===== src/include/usc_pkg.sv =====
// Shared constants and types of the serial status and control block.
package usc_pkg;
    localparam int CLK_HZ = 100_000_000;
    localparam int BAUD_HZ = 6_250_000;
    localparam int BIT_CYC = CLK_HZ / BAUD_HZ;
    localparam int HALF_CYC = BIT_CYC / 2;
    localparam int TIM_W = 8;
    localparam int DEPTH = 4;
    localparam int BRK_ZEROS = 12;
    localparam logic [3:0] LEN_8N = 4'ha;
    localparam logic [3:0] LEN_9 = 4'hb;
    localparam logic [3:0] LEN_BRK = 4'(BRK_ZEROS + 2);
    localparam logic [7:0] OFS_STA = 8'h00;
    localparam logic [7:0] OFS_MODE = 8'h04;
    localparam logic [7:0] OFS_TXD = 8'h08;
    localparam logic [7:0] OFS_RXD = 8'h0c;
    localparam logic [7:0] OFS_IST = 8'h10;
    localparam logic [7:0] OFS_IMSK = 8'h14;
    localparam int B_TXISEL1 = 15;
    localparam int B_TXISEL0 = 13;
    localparam int B_BRK = 11;
    localparam int B_TXEN = 10;
    localparam int B_TXBF = 9;
    localparam int B_TX_ALL_EMPTY_FLAG = 8;
    localparam int B_RXISEL = 6;
    localparam int B_ADDRESS_DETECT_ENABLE = 5;
    localparam int B_RX_IDLE_FLAG = 4;
    localparam int B_PARITY_ERROR_FLAG = 3;
    localparam int B_FRAMING_ERROR_FLAG = 2;
    localparam int B_OVERRUN_FLAG = 1;
    localparam int B_RX_DATA_AVAILABLE_FLAG = 0;
    localparam int B_PDS = 1;
    localparam logic [1:0] TXI_EACH = 2'h0;
    localparam logic [1:0] TXI_DONE = 2'h1;
    localparam logic [1:0] TXI_EMPTY = 2'h2;
    localparam logic [1:0] RXI_FULL = 2'h3;
    localparam logic [1:0] RXI_3Q = 2'h2;
    localparam logic [1:0] PDS_9BIT = 2'h3;
    localparam logic [1:0] PDS_ODD = 2'h2;
    localparam logic [1:0] PDS_EVEN = 2'h1;
    localparam int IRQ_TX = 0;
    localparam int IRQ_RX = 1;
    localparam int IRQ_OVR = 2;
    localparam int IRQ_ERR = 3;
    localparam int IRQ_W = 4;
    typedef struct packed {
        logic framing_error_flag;
        logic parity_error_flag;
        logic [8:0] data;
    } usc_rx_char_t;
    typedef enum logic {USC_TX_IDLE, USC_TX_SHIFT} usc_tx_state_t;
    typedef enum logic {USC_RX_IDLE, USC_RX_BITS} usc_rx_state_t;
endpackage


===== src/logic/usc_core.sv =====
// Serial status and control block with transmit and receive paths.
`timescale 1ns/1ns
module usc_core
    import usc_pkg::*;
(
    input wire logic clk,
    input wire logic srst,
    input wire logic [7:0] avs_address,
    input wire logic avs_read,
    input wire logic avs_write,
    input wire logic [31:0] avs_writedata,
    input wire logic [3:0] avs_byteenable,
    output logic [31:0] avs_readdata,
    output logic avs_waitrequest,
    input wire logic serial_rx_pin,
    output logic serial_tx_pin,
    output logic serial_tx_drive,
    output logic irq
);
    // ----------------------------------------
    // State.
    // ----------------------------------------
    logic tx_en, brk, address_detect_enable, overrun_flag, ack, tx_is_brk, rx_s1, rx_s2;
    logic [1:0] txisel, rxisel, pds;
    logic [IRQ_W-1:0] ist, msk;
    logic [8:0] txq [DEPTH];
    logic [1:0] tx_wp, tx_rp, rx_wp, rx_rp;
    logic [2:0] tx_cnt, rx_cnt;
    usc_tx_state_t tx_st;
    usc_rx_state_t rx_st;
    logic [13:0] tx_sh;
    logic [3:0] tx_left, rx_left;
    logic [TIM_W-1:0] tx_tim, rx_tim;
    logic [10:0] rx_sh;
    usc_rx_char_t rxq [DEPTH];
    logic [31:0] rdata;
    logic next_tx_en, next_brk, next_address_detect_enable, next_overrun_flag, next_ack, next_tx_is_brk, next_pin;
    logic [1:0] next_txisel, next_rxisel, next_pds;
    logic [IRQ_W-1:0] next_ist, next_msk;
    logic [8:0] next_txq [DEPTH];
    logic [1:0] next_tx_wp, next_tx_rp, next_rx_wp, next_rx_rp;
    logic [2:0] next_tx_cnt, next_rx_cnt;
    usc_tx_state_t next_tx_st;
    usc_rx_state_t next_rx_st;
    logic [13:0] next_tx_sh;
    logic [3:0] next_tx_left, next_rx_left;
    logic [TIM_W-1:0] next_tx_tim, next_rx_tim;
    logic [10:0] next_rx_sh, nsh, fr;
    usc_rx_char_t next_rxq [DEPTH];
    usc_rx_char_t head, got;
    logic [31:0] next_rdata;
    logic [15:0] sta;
    logic [8:0] td;
    logic [IRQ_W-1:0] ev;
    logic go, wr_sta, rd_ist, rx_done, rx_store, short;

    // ----------------------------------------
    // Status view and bus handshake.
    // ----------------------------------------
    assign head = rxq[rx_rp];
    assign go = (avs_read | avs_write) & ack;
    assign avs_waitrequest = (avs_read | avs_write) & ~ack;
    assign avs_readdata = rdata;
    assign serial_tx_drive = tx_en;
    assign wr_sta = go & avs_write & (avs_address == OFS_STA);
    assign rd_ist = go & avs_read & (avs_address == OFS_IST);

    always_comb begin
        sta = '0;
        sta[B_TXISEL1] = txisel[1];
        sta[B_TXISEL0] = txisel[0];
        sta[B_BRK] = brk;
        sta[B_TXEN] = tx_en;
        sta[B_TXBF] = (tx_cnt == 3'(DEPTH));
        sta[B_TX_ALL_EMPTY_FLAG] = (tx_st == USC_TX_IDLE) & (tx_cnt == 3'h0) & ~brk;
        sta[B_RXISEL+:2] = rxisel;
        sta[B_ADDRESS_DETECT_ENABLE] = address_detect_enable;
        sta[B_RX_IDLE_FLAG] = (rx_st == USC_RX_IDLE);
        sta[B_PARITY_ERROR_FLAG] = (rx_cnt != 3'h0) & head.parity_error_flag;
        sta[B_FRAMING_ERROR_FLAG] = (rx_cnt != 3'h0) & head.framing_error_flag;
        sta[B_OVERRUN_FLAG] = overrun_flag;
        sta[B_RX_DATA_AVAILABLE_FLAG] = (rx_cnt != 3'h0);
    end

    // ----------------------------------------
    // Next state of the whole block.
    // ----------------------------------------
    always_comb begin
        next_tx_en = tx_en;
        next_brk = brk;
        next_address_detect_enable = address_detect_enable;
        next_overrun_flag = overrun_flag;
        next_txisel = txisel;
        next_rxisel = rxisel;
        next_pds = pds;
        next_msk = msk;
        next_txq = txq;
        next_tx_wp = tx_wp;
        next_tx_rp = tx_rp;
        next_tx_cnt = tx_cnt;
        next_tx_st = tx_st;
        next_tx_sh = tx_sh;
        next_tx_left = tx_left;
        next_tx_tim = tx_tim;
        next_tx_is_brk = tx_is_brk;
        next_rxq = rxq;
        next_rx_wp = rx_wp;
        next_rx_rp = rx_rp;
        next_rx_cnt = rx_cnt;
        next_rx_st = rx_st;
        next_rx_sh = rx_sh;
        next_rx_left = rx_left;
        next_rx_tim = rx_tim;
        next_ack = (avs_read | avs_write) & ~ack;
        next_rdata = rdata;
        ev = '0;
        td = '0;
        got = '0;
        rx_done = 1'b0;
        rx_store = 1'b0;
        short = (pds == 2'h0);
        nsh = {rx_s2, rx_sh[10:1]};
        fr = nsh;
        if (avs_read & ~ack) begin
            case (avs_address)
                OFS_STA: next_rdata = {16'h0, sta};
                OFS_MODE: next_rdata = 32'({pds, 1'b0});
                OFS_RXD: next_rdata = 32'(head.data);
                OFS_IST: next_rdata = 32'(ist);
                OFS_IMSK: next_rdata = 32'(msk);
                default: next_rdata = 32'h0;
            endcase
        end
        // Transmit shifter.
        if (tx_st == USC_TX_SHIFT) begin
            if (tx_tim != '0) begin
                next_tx_tim = tx_tim - 1'b1;
            end else if (tx_left == 4'h1) begin
                next_tx_st = USC_TX_IDLE;
                if (tx_is_brk) begin
                    next_brk = 1'b0;
                end
                next_tx_is_brk = 1'b0;
                if (txisel == TXI_DONE && tx_cnt == 3'h0 && !brk) begin
                    ev[IRQ_TX] = 1'b1;
                end
            end else begin
                next_tx_tim = TIM_W'(BIT_CYC - 1);
                next_tx_left = tx_left - 1'b1;
                next_tx_sh = {1'b1, tx_sh[13:1]};
            end
        end else if (tx_en) begin
            // break frame of start, zeros, stop
            if (brk) begin
                next_tx_st = USC_TX_SHIFT;
                next_tx_is_brk = 1'b1;
                next_tx_sh = 14'(1) << (LEN_BRK - 4'h1);
                next_tx_left = LEN_BRK;
                next_tx_tim = TIM_W'(BIT_CYC - 1);
            end else if (tx_cnt != 3'h0) begin
                td = txq[tx_rp];
                next_tx_st = USC_TX_SHIFT;
                next_tx_rp = tx_rp + 1'b1;
                next_tx_cnt = tx_cnt - 1'b1;
                next_tx_tim = TIM_W'(BIT_CYC - 1);
                case (pds)
                    PDS_9BIT: next_tx_sh = {4'h1, td, 1'b0};
                    PDS_ODD: next_tx_sh = {4'h1, ~^td[7:0], td[7:0], 1'b0};
                    PDS_EVEN: next_tx_sh = {4'h1, ^td[7:0], td[7:0], 1'b0};
                    default: next_tx_sh = {5'h1, td[7:0], 1'b0};
                endcase
                next_tx_left = short ? LEN_8N : LEN_9;
                if (txisel == TXI_EACH || (txisel == TXI_EMPTY && tx_cnt == 3'h1)) begin
                    ev[IRQ_TX] = 1'b1;
                end
            end
        end
        if (go && avs_write && avs_address == OFS_TXD && tx_en && tx_cnt != 3'(DEPTH)) begin
            next_txq[tx_wp] = avs_writedata[8:0];
            next_tx_wp = tx_wp + 1'b1;
            next_tx_cnt = next_tx_cnt + 1'b1;
        end
        // Receiver.
        if (rx_st == USC_RX_IDLE) begin
            if (!rx_s2) begin
                next_rx_st = USC_RX_BITS;
                next_rx_tim = TIM_W'(HALF_CYC);
                next_rx_left = short ? LEN_8N : LEN_9;
                next_rx_sh = '0;
            end
        end else if (rx_tim != '0) begin
            next_rx_tim = rx_tim - 1'b1;
        end else if (rx_left == (short ? LEN_8N : LEN_9) && rx_s2) begin
            next_rx_st = USC_RX_IDLE;
        end else begin
            next_rx_tim = TIM_W'(BIT_CYC - 1);
            next_rx_left = rx_left - 1'b1;
            next_rx_sh = nsh;
            if (rx_left == 4'h1) begin
                next_rx_st = USC_RX_IDLE;
                rx_done = 1'b1;
            end
        end
        if (rx_done) begin
            if (short) begin
                fr = {1'b0, nsh[10:1]};
            end
            got.data = {(pds == PDS_9BIT) & fr[9], fr[8:1]};
            got.parity_error_flag = (pds == PDS_ODD && fr[9] == ^fr[8:1]) ||
                (pds == PDS_EVEN && fr[9] != ^fr[8:1]);
            got.framing_error_flag = short ? ~fr[9] : ~fr[10];
            rx_store = !(address_detect_enable && pds == PDS_9BIT && !got.data[8]);
        end
        if (rx_store) begin
            if (rx_cnt == 3'(DEPTH) || overrun_flag) begin
                ev[IRQ_OVR] = ~overrun_flag;
                next_overrun_flag = 1'b1;
            end else begin
                next_rxq[rx_wp] = got;
                next_rx_wp = rx_wp + 1'b1;
                next_rx_cnt = rx_cnt + 1'b1;
                ev[IRQ_ERR] = got.parity_error_flag | got.framing_error_flag;
                case (rxisel)
                    RXI_FULL: ev[IRQ_RX] = (rx_cnt == 3'(DEPTH - 1));
                    RXI_3Q: ev[IRQ_RX] = (rx_cnt == 3'(DEPTH - 2));
                    default: ev[IRQ_RX] = 1'b1;
                endcase
            end
        end
        if (go && avs_read && avs_address == OFS_RXD && rx_cnt != 3'h0) begin
            next_rx_rp = rx_rp + 1'b1;
            next_rx_cnt = next_rx_cnt - 1'b1;
        end
        // Register writes.
        // read-only flags ignore writes
        if (wr_sta && avs_byteenable[1]) begin
            next_txisel = {avs_writedata[B_TXISEL1], avs_writedata[B_TXISEL0]};
            next_tx_en = avs_writedata[B_TXEN];
            next_brk = avs_writedata[B_BRK] | next_brk;
        end
        if (wr_sta && avs_byteenable[0]) begin
            next_rxisel = avs_writedata[B_RXISEL+:2];
            next_address_detect_enable = avs_writedata[B_ADDRESS_DETECT_ENABLE];
            if (overrun_flag && !avs_writedata[B_OVERRUN_FLAG]) begin
                next_overrun_flag = ev[IRQ_OVR];
                next_rx_cnt = 3'h0;
                next_rx_rp = 2'h0;
                next_rx_wp = 2'h0;
                next_rx_st = USC_RX_IDLE;
            end
        end
        if (go && avs_write && avs_address == OFS_MODE && avs_byteenable[0]) begin
            next_pds = avs_writedata[B_PDS+:2];
        end
        if (go && avs_write && avs_address == OFS_IMSK && avs_byteenable[0]) begin
            next_msk = avs_writedata[IRQ_W-1:0];
        end
        if (!next_tx_en) begin
            next_tx_cnt = 3'h0;
            next_tx_rp = 2'h0;
            next_tx_wp = 2'h0;
            next_tx_st = USC_TX_IDLE;
            next_tx_is_brk = 1'b0;
            next_brk = 1'b0;
        end
        next_ist = (ist & ~(rd_ist ? rdata[IRQ_W-1:0] : '0)) | ev;
        next_pin = (next_tx_st == USC_TX_SHIFT) ? next_tx_sh[0] : 1'b1;
    end

    always_ff @(posedge clk) begin
        rx_s1 <= serial_rx_pin;
        rx_s2 <= rx_s1;
        txq <= next_txq;
        rxq <= next_rxq;
        tx_sh <= next_tx_sh;
        rx_sh <= next_rx_sh;
        tx_left <= next_tx_left;
        rx_left <= next_rx_left;
        tx_tim <= next_tx_tim;
        rx_tim <= next_rx_tim;
        rdata <= next_rdata;
        if (srst) begin
            tx_en <= 1'b0;
            brk <= 1'b0;
            address_detect_enable <= 1'b0;
            overrun_flag <= 1'b0;
            ack <= 1'b0;
            tx_is_brk <= 1'b0;
            txisel <= 2'h0;
            rxisel <= 2'h0;
            pds <= 2'h0;
            ist <= '0;
            msk <= '0;
            tx_wp <= 2'h0;
            tx_rp <= 2'h0;
            rx_wp <= 2'h0;
            rx_rp <= 2'h0;
            tx_cnt <= 3'h0;
            rx_cnt <= 3'h0;
            tx_st <= USC_TX_IDLE;
            rx_st <= USC_RX_IDLE;
            serial_tx_pin <= 1'b1;
            irq <= 1'b0;
        end else begin
            tx_en <= next_tx_en;
            brk <= next_brk;
            address_detect_enable <= next_address_detect_enable;
            overrun_flag <= next_overrun_flag;
            ack <= next_ack;
            tx_is_brk <= next_tx_is_brk;
            txisel <= next_txisel;
            rxisel <= next_rxisel;
            pds <= next_pds;
            ist <= next_ist;
            msk <= next_msk;
            tx_wp <= next_tx_wp;
            tx_rp <= next_tx_rp;
            rx_wp <= next_rx_wp;
            rx_rp <= next_rx_rp;
            tx_cnt <= next_tx_cnt;
            rx_cnt <= next_rx_cnt;
            tx_st <= next_tx_st;
            rx_st <= next_rx_st;
            serial_tx_pin <= next_pin;
            irq <= |(next_ist & next_msk);
        end
    end

    // ----------------------------------------
    // Checks.
    // ----------------------------------------
    property p_brk_low;
        @(posedge clk) disable iff (srst) $rose(tx_is_brk) |-> !serial_tx_pin [*8];
    endproperty
    a_brk_low: assert property (p_brk_low) else $error("break not low");
    property p_brk_clr;
        @(posedge clk) disable iff (srst) $fell(tx_is_brk) |-> !brk;
    endproperty
    a_brk_clr: assert property (p_brk_clr) else $error("break bit stuck");
    property p_drive;
        @(posedge clk) disable iff (srst) tx_st == USC_TX_SHIFT |-> serial_tx_drive;
    endproperty
    a_drive: assert property (p_drive) else $error("shifting undriven");
    property p_abort;
        @(posedge clk) disable iff (srst) !tx_en |-> tx_cnt == 3'h0 && tx_st == USC_TX_IDLE;
    endproperty
    a_abort: assert property (p_abort) else $error("abort failed");
    property p_tx_all_empty_flag;
        @(posedge clk) disable iff (srst) tx_cnt != 3'h0 |-> !sta[B_TX_ALL_EMPTY_FLAG];
    endproperty
    a_tx_all_empty_flag: assert property (p_tx_all_empty_flag) else $error("empty flag wrong");
    property p_rx4;
        @(posedge clk) disable iff (srst)
            rx_store && !overrun_flag && rxisel == RXI_FULL && rx_cnt == 3'h3 |=> ist[IRQ_RX];
    endproperty
    a_rx4: assert property (p_rx4) else $error("no full interrupt");
    property p_rx_idle_flag;
        @(posedge clk) disable iff (srst) $fell(rx_s2) && sta[B_RX_IDLE_FLAG] |=> !sta[B_RX_IDLE_FLAG];
    endproperty
    a_rx_idle_flag: assert property (p_rx_idle_flag) else $error("idle flag stuck");
    property p_flush;
        @(posedge clk) disable iff (srst)
            wr_sta && avs_byteenable[0] && overrun_flag && !avs_writedata[B_OVERRUN_FLAG] |=> rx_cnt == 3'h0;
    endproperty
    a_flush: assert property (p_flush) else $error("overrun clear no flush");
    property p_avail;
        @(posedge clk) disable iff (srst) rx_store && rx_cnt == 3'h0 && !overrun_flag |=> sta[B_RX_DATA_AVAILABLE_FLAG];
    endproperty
    a_avail: assert property (p_avail) else $error("data flag low");
endmodule


===== config.mk =====
export PLATFORM = sky130hd
export DESIGN_NAME = usc_core
export DESIGN_NICKNAME = d
export VERILOG_FILES = /design/src/include/usc_pkg.sv /design/src/logic/usc_core.sv
export SDC_FILE = /design/constraint.sdc
export NUM_CORES = 1
export LEC_CHECK = 0
export BUFFER_PORTS_ARGS = -buffer_cell sky130_fd_sc_hd__buf_2
export CORE_ASPECT_RATIO = 1.75
export CORE_MARGIN = 10
export CORE_UTILIZATION = 61
export CTS_CLUSTER_SIZE = 14
export DETAILED_ROUTE_END_ITERATION = 7
export PLACE_DENSITY = 0.81
export SYNTH_ARGS = -nofsm -noshare
export SYNTH_HDL_FRONTEND = slang
export SYNTH_SLANG_ARGS = --single-unit

===== constraint.sdc =====
create_clock -name clk -period 7.5 [get_ports clk]
set_clock_uncertainty 0.15 [all_clocks]
set_input_delay 0.75 -clock clk [delete_from_list [all_inputs] [get_ports clk]]
set_output_delay 0.75 -clock clk [all_outputs]
set_load 0.05 [all_outputs]

==> metrics.txt, run 1 <==
Finish-stage setup viols 0; P&R area growth vs syn 10.38%; antenna-violating nets left 0; hold wc startpoint rx_s1; yosys synthesis warning count 0; drt pass-1 iters 4; fin util 68.29%; vias per cell ~5.8; area of the mapped netlist 8279 um2; required time worst endpoint 7.44 ns; Final HPWL DP around 13 mm; Setup TNS 0 ns; max_slew headroom 36.54%; largest net degree at the start of global routing 26; placer's final routability congestion estimate 0.8605; IO Pins 85; reg-to-reg startpoint tx_tim[0]; layout cell share with drive strength beyond 1 16.64%; Power per Cell Area 231.2 nW/um2; Design Area, Final 9139 um2; average size of a mapped cell 13.10 um2; CTS tree yes; Post-DP Area 8549 um2; most common flop cell mapped by yosys edfxtp_1; RSZ-0062 raised after global routing no; hold endpoint rx_s2; number of DRC markers in iteration 0 269; Total Routed Length 16.98 mm; CP Max Fanout 17; area of the multi-input gates 2988 um2; fillcell total between 900 and 1,000; Root Buffer clkbuf_16; sequential cell area fraction in the yosys report 60.69%; Die Y ~170 um; Max Root-Sink Buffers 2; clock slew at reported path FFs 0.07 ns; reg2reg path depth 7; r2r setup slk about 4.1 ns; initial antenna violation count 2; final net count 743; fin crit period 3.438 ns; status finished, final reports clean; most frequent cells in the layout edfxtp_1, nor2_1, nand2_1; Post-synth EDFFs 140; post-CTS sizing 0; Clock Latency Late Sink 0.43 ns; # H-tree levels 4; Fin. Hold Viols 0; placed cell count between 800 and 900; Crit. End Element register; Worst Setup Slack, final 4.062 ns; Final Power 2.113 mW; post-synthesis cell type count 64; vias in the first global route 5,271; worst setup path start tx_tim[0]; Max Freq 290.9 MHz; reg2reg end tx_sh[4]; most common cell after layout, fill and taps aside edfxtp_1; first-pass GRT wire length 27.35 mm; full die area between 15,000 and 20,000 um2; Slew @ Worst Pin 0.9485 ns; Initial Util roughly three fifths; Max Transition Viols Final 0; # port buffers 45; Hold Slack 0.1850 ns; DR WL/cell 19.74 um; Worst Path Arrival 3.38 ns; MaxCap Viol Count 0; Setup crit start kind register; LEAKAGE 3.195 nW; maximum VDD drop 0.1707 mV; CTS sink count 181; Core ar. approximately 13,000 um2; Async SR Flop Fraction 0%; Sequential cell area 5025 um2; via count 4,982; Setup CP Type reg -> reg; Rows 56; Inserted Clock Buffers 17; # DRC 0; Final Cycle Share 45.84%; Mapped Cells 632; min-delay worst type reg -> reg; Hold Path Depth 0; final non-filler cell total 860; Hold Buf Count CTS 0; Total GRT Usage a little under a fifth; Place WS 4.075 ns; post-CTS setup buffer count 0; grt total ovfl 0; FF+latch count, synth between 150 and 200; Die Wd 108.1 um
power breakdown:
group	total (mW)	internal, mW	switching, mW
Sequential	1.11	1.09	0.0185
Combinational	0.117	0.0404	0.0771
Clock	0.886	0.473	0.413
flip-flops by register name, indices dropped and copies added, names as in the netlist, 3 cells and up:
signal	cells
tx_sh	14
rx_tim	8
rx_cnt	3
rx_sh	9
rxq	44
tx_left	4
rx_left	4
ist	4
msk	4
tx_tim	8
avs_readdata	14
tx_cnt	3
txq	36
final cells by class:
| class | count | share of cell area (%) |
|---|---|---|
| timing repair buffer | 47 | 2.629 |
| clock inverter | 15 | 1.766 |
| sequential | 181 | 54.98 |
| multi-input combinational | 404 | 32.69 |
| antenna | 1 | 0.02738 |
| inverter | 21 | 0.8625 |
| tap | 174 | 2.382 |
| clock buffer | 17 | 4.655 |
routing by layer:
| layer | share of wire, % | GRT usage [%] |
|---|---|---|
| met3 | 4.0 | 3.852 |
| met5 | 0.071 | 0 |
| met1 | 35 | 18.33 |
| met4 | 4.7 | 11.35 |
| met2 | 56 | 34.24 |
cell families (layout without fill, tap and decap cells):
group	Yosys count	after routing	share of synthesized area [%]
adder cells (fa/ha/maj)	22	22	3.325
flip-flops	181	181	60.69
AND/OR/NAND/NOR	217	217	13.90
XOR/XNOR	40	40	4.398
buffers and inverters	64	100	3.990
AO/OA/AOI/OAI	60	60	4.866
other	1	19	0.04529
multiplexers	47	47	8.780
cells in the mapped netlist (all sizes together), types with 17 or more instances:
cell type  instances  share of area, %
nor2              59               2.9
ha                22               3.3
and2              17               1.3
edfxtp           140                51
buf               29               2.4
dfxtp             41               9.9
xnor2             31               3.3
mux4              20               5.5
a21oi             21               1.3
nand2             58               2.7
mux2i             25               3.0
inv               21              0.95
how the worst max path moves through the flow:
stage                          end  cells after the start
after floorplan             txq[0]                      5
after global placement    tx_sh[8]                      7
after detailed placement  tx_sh[6]                      7
after CTS                 tx_sh[9]                      7
after global routing      tx_sh[9]                      7
final                     tx_sh[4]                      7
worst max-delay path, cell delays in order (launching register included):
cell and delay, ns:
edfxtp_1 0.42, inv_1 0.10, ha_1 0.21, or4b_1 0.53, nor2b_1 0.30, nand2_1 0.12
nor2_1 0.74, or2_2 0.51
No activity file was read; power rests on OpenSTA's default activity.
==> run 2: changes to the inputs <==
--- a/config.mk
+++ b/config.mk
@@ -8,10 +8,10 @@
 export BUFFER_PORTS_ARGS = -buffer_cell sky130_fd_sc_hd__buf_2
 export CORE_ASPECT_RATIO = 1.75
 export CORE_MARGIN = 10
-export CORE_UTILIZATION = 61
+export CORE_UTILIZATION = 53
 export CTS_CLUSTER_SIZE = 14
 export DETAILED_ROUTE_END_ITERATION = 7
-export PLACE_DENSITY = 0.81
+export PLACE_DENSITY = 0.75
 export SYNTH_ARGS = -nofsm -noshare
 export SYNTH_HDL_FRONTEND = slang
 export SYNTH_SLANG_ARGS = --single-unit
==> constraint.sdc (replaced) <==
create_clock -name clk -period 2.91 [get_ports clk]
set_clock_uncertainty 0.15 [all_clocks]
set_input_delay 0.291 -clock clk [delete_from_list [all_inputs] [get_ports clk]]
set_output_delay 0.291 -clock clk [all_outputs]
set_load 0.05 [all_outputs]
==> run 2 against run 1 <==
Flip-flop and latch count is the same; routed wire length is 1.5% higher; combinational power grew to 2.7 times the previous value; final area is 3.9% higher; core utilization down 6.6 points; non-clock buffer count up 36; hold slack worse by 0.17 ns; global-route usage down 2.0 points; register-to-register slack got worse by 3.8 ns; clock-buffer cell count did not move.
==> metrics.txt, run 2 (synthesis gave the netlist of run 1 again) <==
status finished, final reports clean; vias in the first global route 5,464 (+3.7%); Place WS 0.2070 ns (-3.868 ns); Die Y 185.3 um (+6.4%); Root Buffer clkbuf_16; Finish-stage setup viols 0 (unchanged); via count 5,020 (+0.76%); fillcell total 1,129 (+22%); antenna-violating nets left 0 (unchanged); # H-tree levels 4 (unchanged); fin crit period 2.673 ns (-0.7652 ns); largest net degree at the start of global routing 25 (-3.8%); Inserted Clock Buffers 17 (unchanged); Die Wd 114.5 um (+5.9%); Power per Cell Area 582.5 nW/um2 (+150%); Setup TNS 0 ns (unchanged); maximum VDD drop 0.4189 mV (+150%); grt total ovfl 0 (unchanged); number of DRC markers in iteration 0 303 (+13%); Slew @ Worst Pin 0.5991 ns (-0.3494 ns); CTS tree yes; required time worst endpoint 3.08 ns (-4.36 ns); P&R area growth vs syn 14.69%; Initial Util 53.80% (-8.1 points); Max Freq 374.2 MHz (+29%); Crit. End Element register; Biggest register rxq; Fin. Hold Viols 0 (unchanged); RSZ-0062 raised after global routing no; Setup crit start kind register; Rows 60 (+7.1%); layout cell share with drive strength beyond 1 19.28% (+2.6 points); Final Cycle Share 91.84% (+46 points); Total Routed Length 17.23 mm (+1.5%); LEAKAGE 3.390 nW (+6.1%); MaxCap Viol Count 0 (unchanged); full die area 21,220 um2 (+13%); Max Root-Sink Buffers 2 (unchanged); max_slew headroom 60.01% (+23 points); first-pass GRT wire length 27.61 mm (+0.96%); # DRC 0 (unchanged); DR WL/cell 18.95 um (-4.0%); Final HPWL DP 13.00 mm (+3.7%); drt pass-1 iters 4 (unchanged); CTS sink count 181 (unchanged); Worst Path Arrival 2.84 ns (-0.54 ns); Max Transition Viols Final 0 (unchanged); post-CTS setup buffer count 0 (unchanged); Total GRT Usage 16.70% (-2.0 points); IO Pins 85 (unchanged); vias per cell 5.523 (-4.7%); Worst Setup Slack, final 0.2373 ns (-3.825 ns); most frequent cells in the layout edfxtp_1, nor2_1, nand2_1; clock slew at reported path FFs 0.07 ns (about the same); fin util 61.70% (-6.6 points); placer's final routability congestion estimate 0.8584 (-0.24%); CP Max Fanout 4 (-13); initial antenna violation count 1 (-1); Largest regs rxq x44, txq x36; # port buffers 45 (unchanged); final net count 779 (+4.8%); Clock Latency Late Sink 0.43 ns (about the same); Largest register FFs 44 (unchanged); most common cell after layout, fill and taps aside edfxtp_1; min-delay worst type in -> reg; Core ar. 15,390 um2 (+15%); Setup CP Type reg -> reg
run 2: repair_timing:
item | CTS | global route
hold buffers | 12 | 0
gates resized for setup | 0 | 1
hold endpoints to repair | 40 | 0
endpoints found under the setup margin | 0 | 1
run 2: cell type report:
type	count	area (um2)	area share, %
Clock buffer	17	425.4	4.480
Antenna cell	2	5.005	0.05271
Timing Repair Buffer	83	553.0	5.824
Multi-Input combinational cell	404	2994	31.53
Tap cell	186	232.7	2.451
Sequential cell	181	5025	52.92
Inverter	21	78.83	0.8301
Clock inverter	15	181.4	1.911
run 2: per-stage QoR:
step	instances	total power, mW	hold WS (ns)	cell area (um2)
final	909	5.531	0.009994	9495
after global routing	907	5.684	0.01111	9490
after CTS	907	5.567	0.005846	9484
after detailed placement	863	3.219	0.1647	8757
after global placement	863	3.206	0.1616	8757
after floorplan	649	3.148	0.1596	8343
run 2: path summary, 6_finish.rpt:
path	startpoint	to	slack (ns)	cells past startpoint
min	avs_writedata[15]	txisel[1]	0.01	3
max reg2reg	tx_tim[0]	serial_tx_pin	0.24	9
max	tx_tim[0]	serial_tx_pin	0.24	9
min reg2reg	rx_s1	rx_s2	0.19	0
run 2: layer usage:
metal | up-vias | part of all wire (%) | GRT usage, % | routed length (um)
met4 | 2 | 3.3 | 7.851 | 577
met3 | 35 | 3.2 | 3.531 | 554
met5 | - | 0.041 | 0 | 7
li1 | 2405 | - | - | -
met2 | 96 | 59 | 32.37 | 10210
met1 | 2482 | 34 | 15.83 | 5878
run 2: worst max-delay path: stages, from the launching register on:
cell and delay (ns):
edfxtp_1 0.42, inv_1 0.10, ha_1 0.21, or4b_1 0.53, nor2b_1 0.19, nand2_1 0.09, nor2_1 0.21, mux2i_1 0.23
nor2_1 0.07, or3_1 0.36
run 2: power by group:
group	internal (mW)	total (mW)	switching [mW]
Combinational	0.118	0.321	0.203
Clock	1.30	2.36	1.05
Sequential	2.81	2.85	0.0427
Total	4.23	5.53	1.30
==> run 3: changes to the inputs <==
--- a/config.mk
+++ b/config.mk
@@ -6,12 +6,15 @@
 export NUM_CORES = 1
 export LEC_CHECK = 0
 export BUFFER_PORTS_ARGS = -buffer_cell sky130_fd_sc_hd__buf_2
+export CELL_PAD_IN_SITES_DETAIL_PLACEMENT = 0
+export CELL_PAD_IN_SITES_GLOBAL_PLACEMENT = 1
 export CORE_ASPECT_RATIO = 1.75
 export CORE_MARGIN = 10
-export CORE_UTILIZATION = 53
+export CORE_UTILIZATION = 44
 export CTS_CLUSTER_SIZE = 14
 export DETAILED_ROUTE_END_ITERATION = 7
 export PLACE_DENSITY = 0.75
+export SETUP_SLACK_MARGIN = 0.2
 export SYNTH_ARGS = -nofsm -noshare
 export SYNTH_HDL_FRONTEND = slang
 export SYNTH_SLANG_ARGS = --single-unit
==> run 3 against run 2 <==
Core utilization is 9.7 points lower; via count is 0.70% lower; sequential share of layout area is 0.91 points lower; hold slack better by 0.031 ns; fmax is 4.9% higher; clock-buffer cell count stayed put; worst setup slack better by 0.13 ns; clock power is 4% higher; critical path type unchanged; largest cell class unchanged.
==> metrics.txt, run 3 (synthesis gave the netlist of run 1 again) <==
Largest delay share family, worst path multiplexers; Post-DP Area 8835 um2 (+0.89%); Crit. End Element register; first-pass GRT wire length 27.95 mm (+1.2%); number of DRC markers in iteration 0 239 (-21%); Initial Util 44.56% (-9.2 points); Slew @ Worst Pin 0.6112 ns (+0.01214 ns); vias per cell 5.177 (-6.3%); Final Cycle Share 87.54% (-4.3 points); Die Y 201.5 um (+8.7%); # DRC 0 (unchanged); Finish-stage setup viols 0 (unchanged); min-delay worst type in -> reg; layout cell share with drive strength beyond 1 20.83% (+1.5 points); WP buf/inv 1 (unchanged); Power per Cell Area 583.4 nW/um2 (+0.16%); CP Cell Sequence buf_12 -> mux4_2 -> xnor2_1 -> xnor2_1 -> xnor2_1 -> mux2i_1 -> a31o_1 -> a22o_1; most frequent CP cell xnor2_1; full die area 24,920 um2 (+17%); final net count 783 (+0.51%); initial antenna violation count 1 (unchanged); clock slew at reported path FFs 0.07 ns (about the same); Max stage delay on crit path 0.54 ns (about the same); Root Buffer clkbuf_16; placer's final routability congestion estimate 0.8627 (+0.50%); CTS tree yes; max_slew headroom 59.20% (-0.81 points); most frequent cells in the layout edfxtp_1, nand2_1, nor2_1; grt total ovfl 0 (unchanged); MaxCap Viol Count 0 (unchanged); Max Root-Sink Buffers 2 (unchanged); most common cell after layout, fill and taps aside edfxtp_1; Biggest register rxq; antenna-violating nets left 0 (unchanged); fillcell total 1,594 (+41%); Hold Path Depth 3 (unchanged); Total Routed Length 17.51 mm (+1.6%); maximum VDD drop 0.4478 mV (+6.9%); status finished, final reports clean; # port buffers 45 (unchanged); LEAKAGE 3.436 nW (+1.3%); Clock Latency Late Sink 0.44 ns (about the same); reg2reg path depth 8 (-1); required time worst endpoint 2.95 ns (-0.13 ns); Setup CP Type reg -> reg; hold endpoint ack; # H-tree levels 4 (unchanged); DR WL/cell 18.18 um (-4.1%); IO Pins 85 (unchanged); CTS sink count 181 (unchanged); via count 4,985 (-0.70%); Core ar. 18,580 um2 (+21%); drt pass-1 iters 4 (unchanged); RSZ-0062 raised after global routing no; Diodes inserted 0 (-2); Largest regs rxq x44, txq x36; reg2reg end tx_sh[9]; Inserted Clock Buffers 17 (unchanged); Setup crit start kind register; vias in the first global route 5,385 (-1.4%); Total GRT Usage 14.49% (-2.2 points); Worst Path Arrival 2.59 ns (-0.25 ns); largest net degree at the start of global routing 25 (unchanged); Max Transition Viols Final 0 (unchanged); Final HPWL DP 13.42 mm (+3.2%); crit path max-delay cell type mux4_2; reg-to-reg startpoint tx_rp[0]; Largest register FFs 44 (unchanged); Rows 66 (+10%); fin crit period 2.547 ns (-0.1252 ns); Die Wd 123.7 um (+8.0%); Fin. Hold Viols 0 (unchanged); hold wc startpoint avs_read; CP Max Fanout 7 (+3); r2r setup slk 0.36 ns (+0.13 ns); Setup TNS 0 ns (unchanged); Max Freq 392.6 MHz (+4.9%); P&R area growth vs syn 16.71%; Design Area, Final 9663 um2 (+1.8%)
==> run 3: metrics by stage <==
stage	hold slack [ns]	worst slack (ns)	power (mW)	cells	util [%]
2_1_floorplan	0.1596	0.3473	3.149	649	-
3_3_place_gp	0.1650	0.2612	3.214	916	47.55
3_5_place_dp	0.1667	0.2218	3.222	916	47.55
4_1_cts	0.03322	0.2039	5.687	961	51.68
5_1_grt	0.1215	0.1992	5.811	963	52.01
6_report	0.04096	0.3626	5.637	963	52.01
==> run 3: repair_timing <==
item | CTS | global route
gates resized for setup | 0 | 11
hold endpoints to repair | 41 | 0
setup endpoints to repair | 0 | 22
hold buffers | 13 | 0
buffers inserted | 0 | 2
==> run 3: cell type report <==
type                    count  area [um2]  area share, %
repair buffers             87       585.6          6.060
clock inverters            15       211.5          2.188
well taps                 238       297.8          3.082
flip-flops and latches    181        5026          52.01
inverters                  21       78.83         0.8157
clock buffers              17       425.4          4.402
multi-input cells         404        3038          31.44
==> run 3: worst max path at each step <==
stage                        start            end  slack (ns)  cells after the start
global placement    avs_address[1]            irq        0.26                      8
detailed placement      rx_left[1]      rx_cnt[1]        0.22                     10
floorplan                tx_tim[0]  serial_tx_pin        0.35                      9
finish                    tx_rp[0]       tx_sh[9]        0.36                      8
global route             tx_tim[0]  serial_tx_pin        0.20                      9
CTS                     rx_left[1]      rx_cnt[1]        0.20                     10
==> run 3: worst register-to-register path, delay by kind of cell, from the launching register on <==
kind / cells / cell delay [ns]
muxes: 2 / 0.63
xor gates and xnor gates: 3 / 0.58
DFF: 1 / 0.42
AOI/OAI and AO/OA: 2 / 0.35
buffers and inverters: 1 / 0.16
==> run 3: layer usage <==
layer	up-vias	GRT usage [%]	part of all wire (%)
met1	2470	13.84	35
li1	2415	-	-
met2	74	27.94	59
met5	-	0	0.074
met4	2	5.931	2.4
met3	24	3.308	3.1
==> run 3: where the power goes <==
group          switching, mW  total (mW)  internal (mW)  leakage (nW)
Combinational          0.205       0.326          0.120          1.51
Sequential            0.0424        2.85           2.81          1.61
Clock                   1.06        2.46           1.40         0.309
Total                   1.31        5.64           4.33          3.44
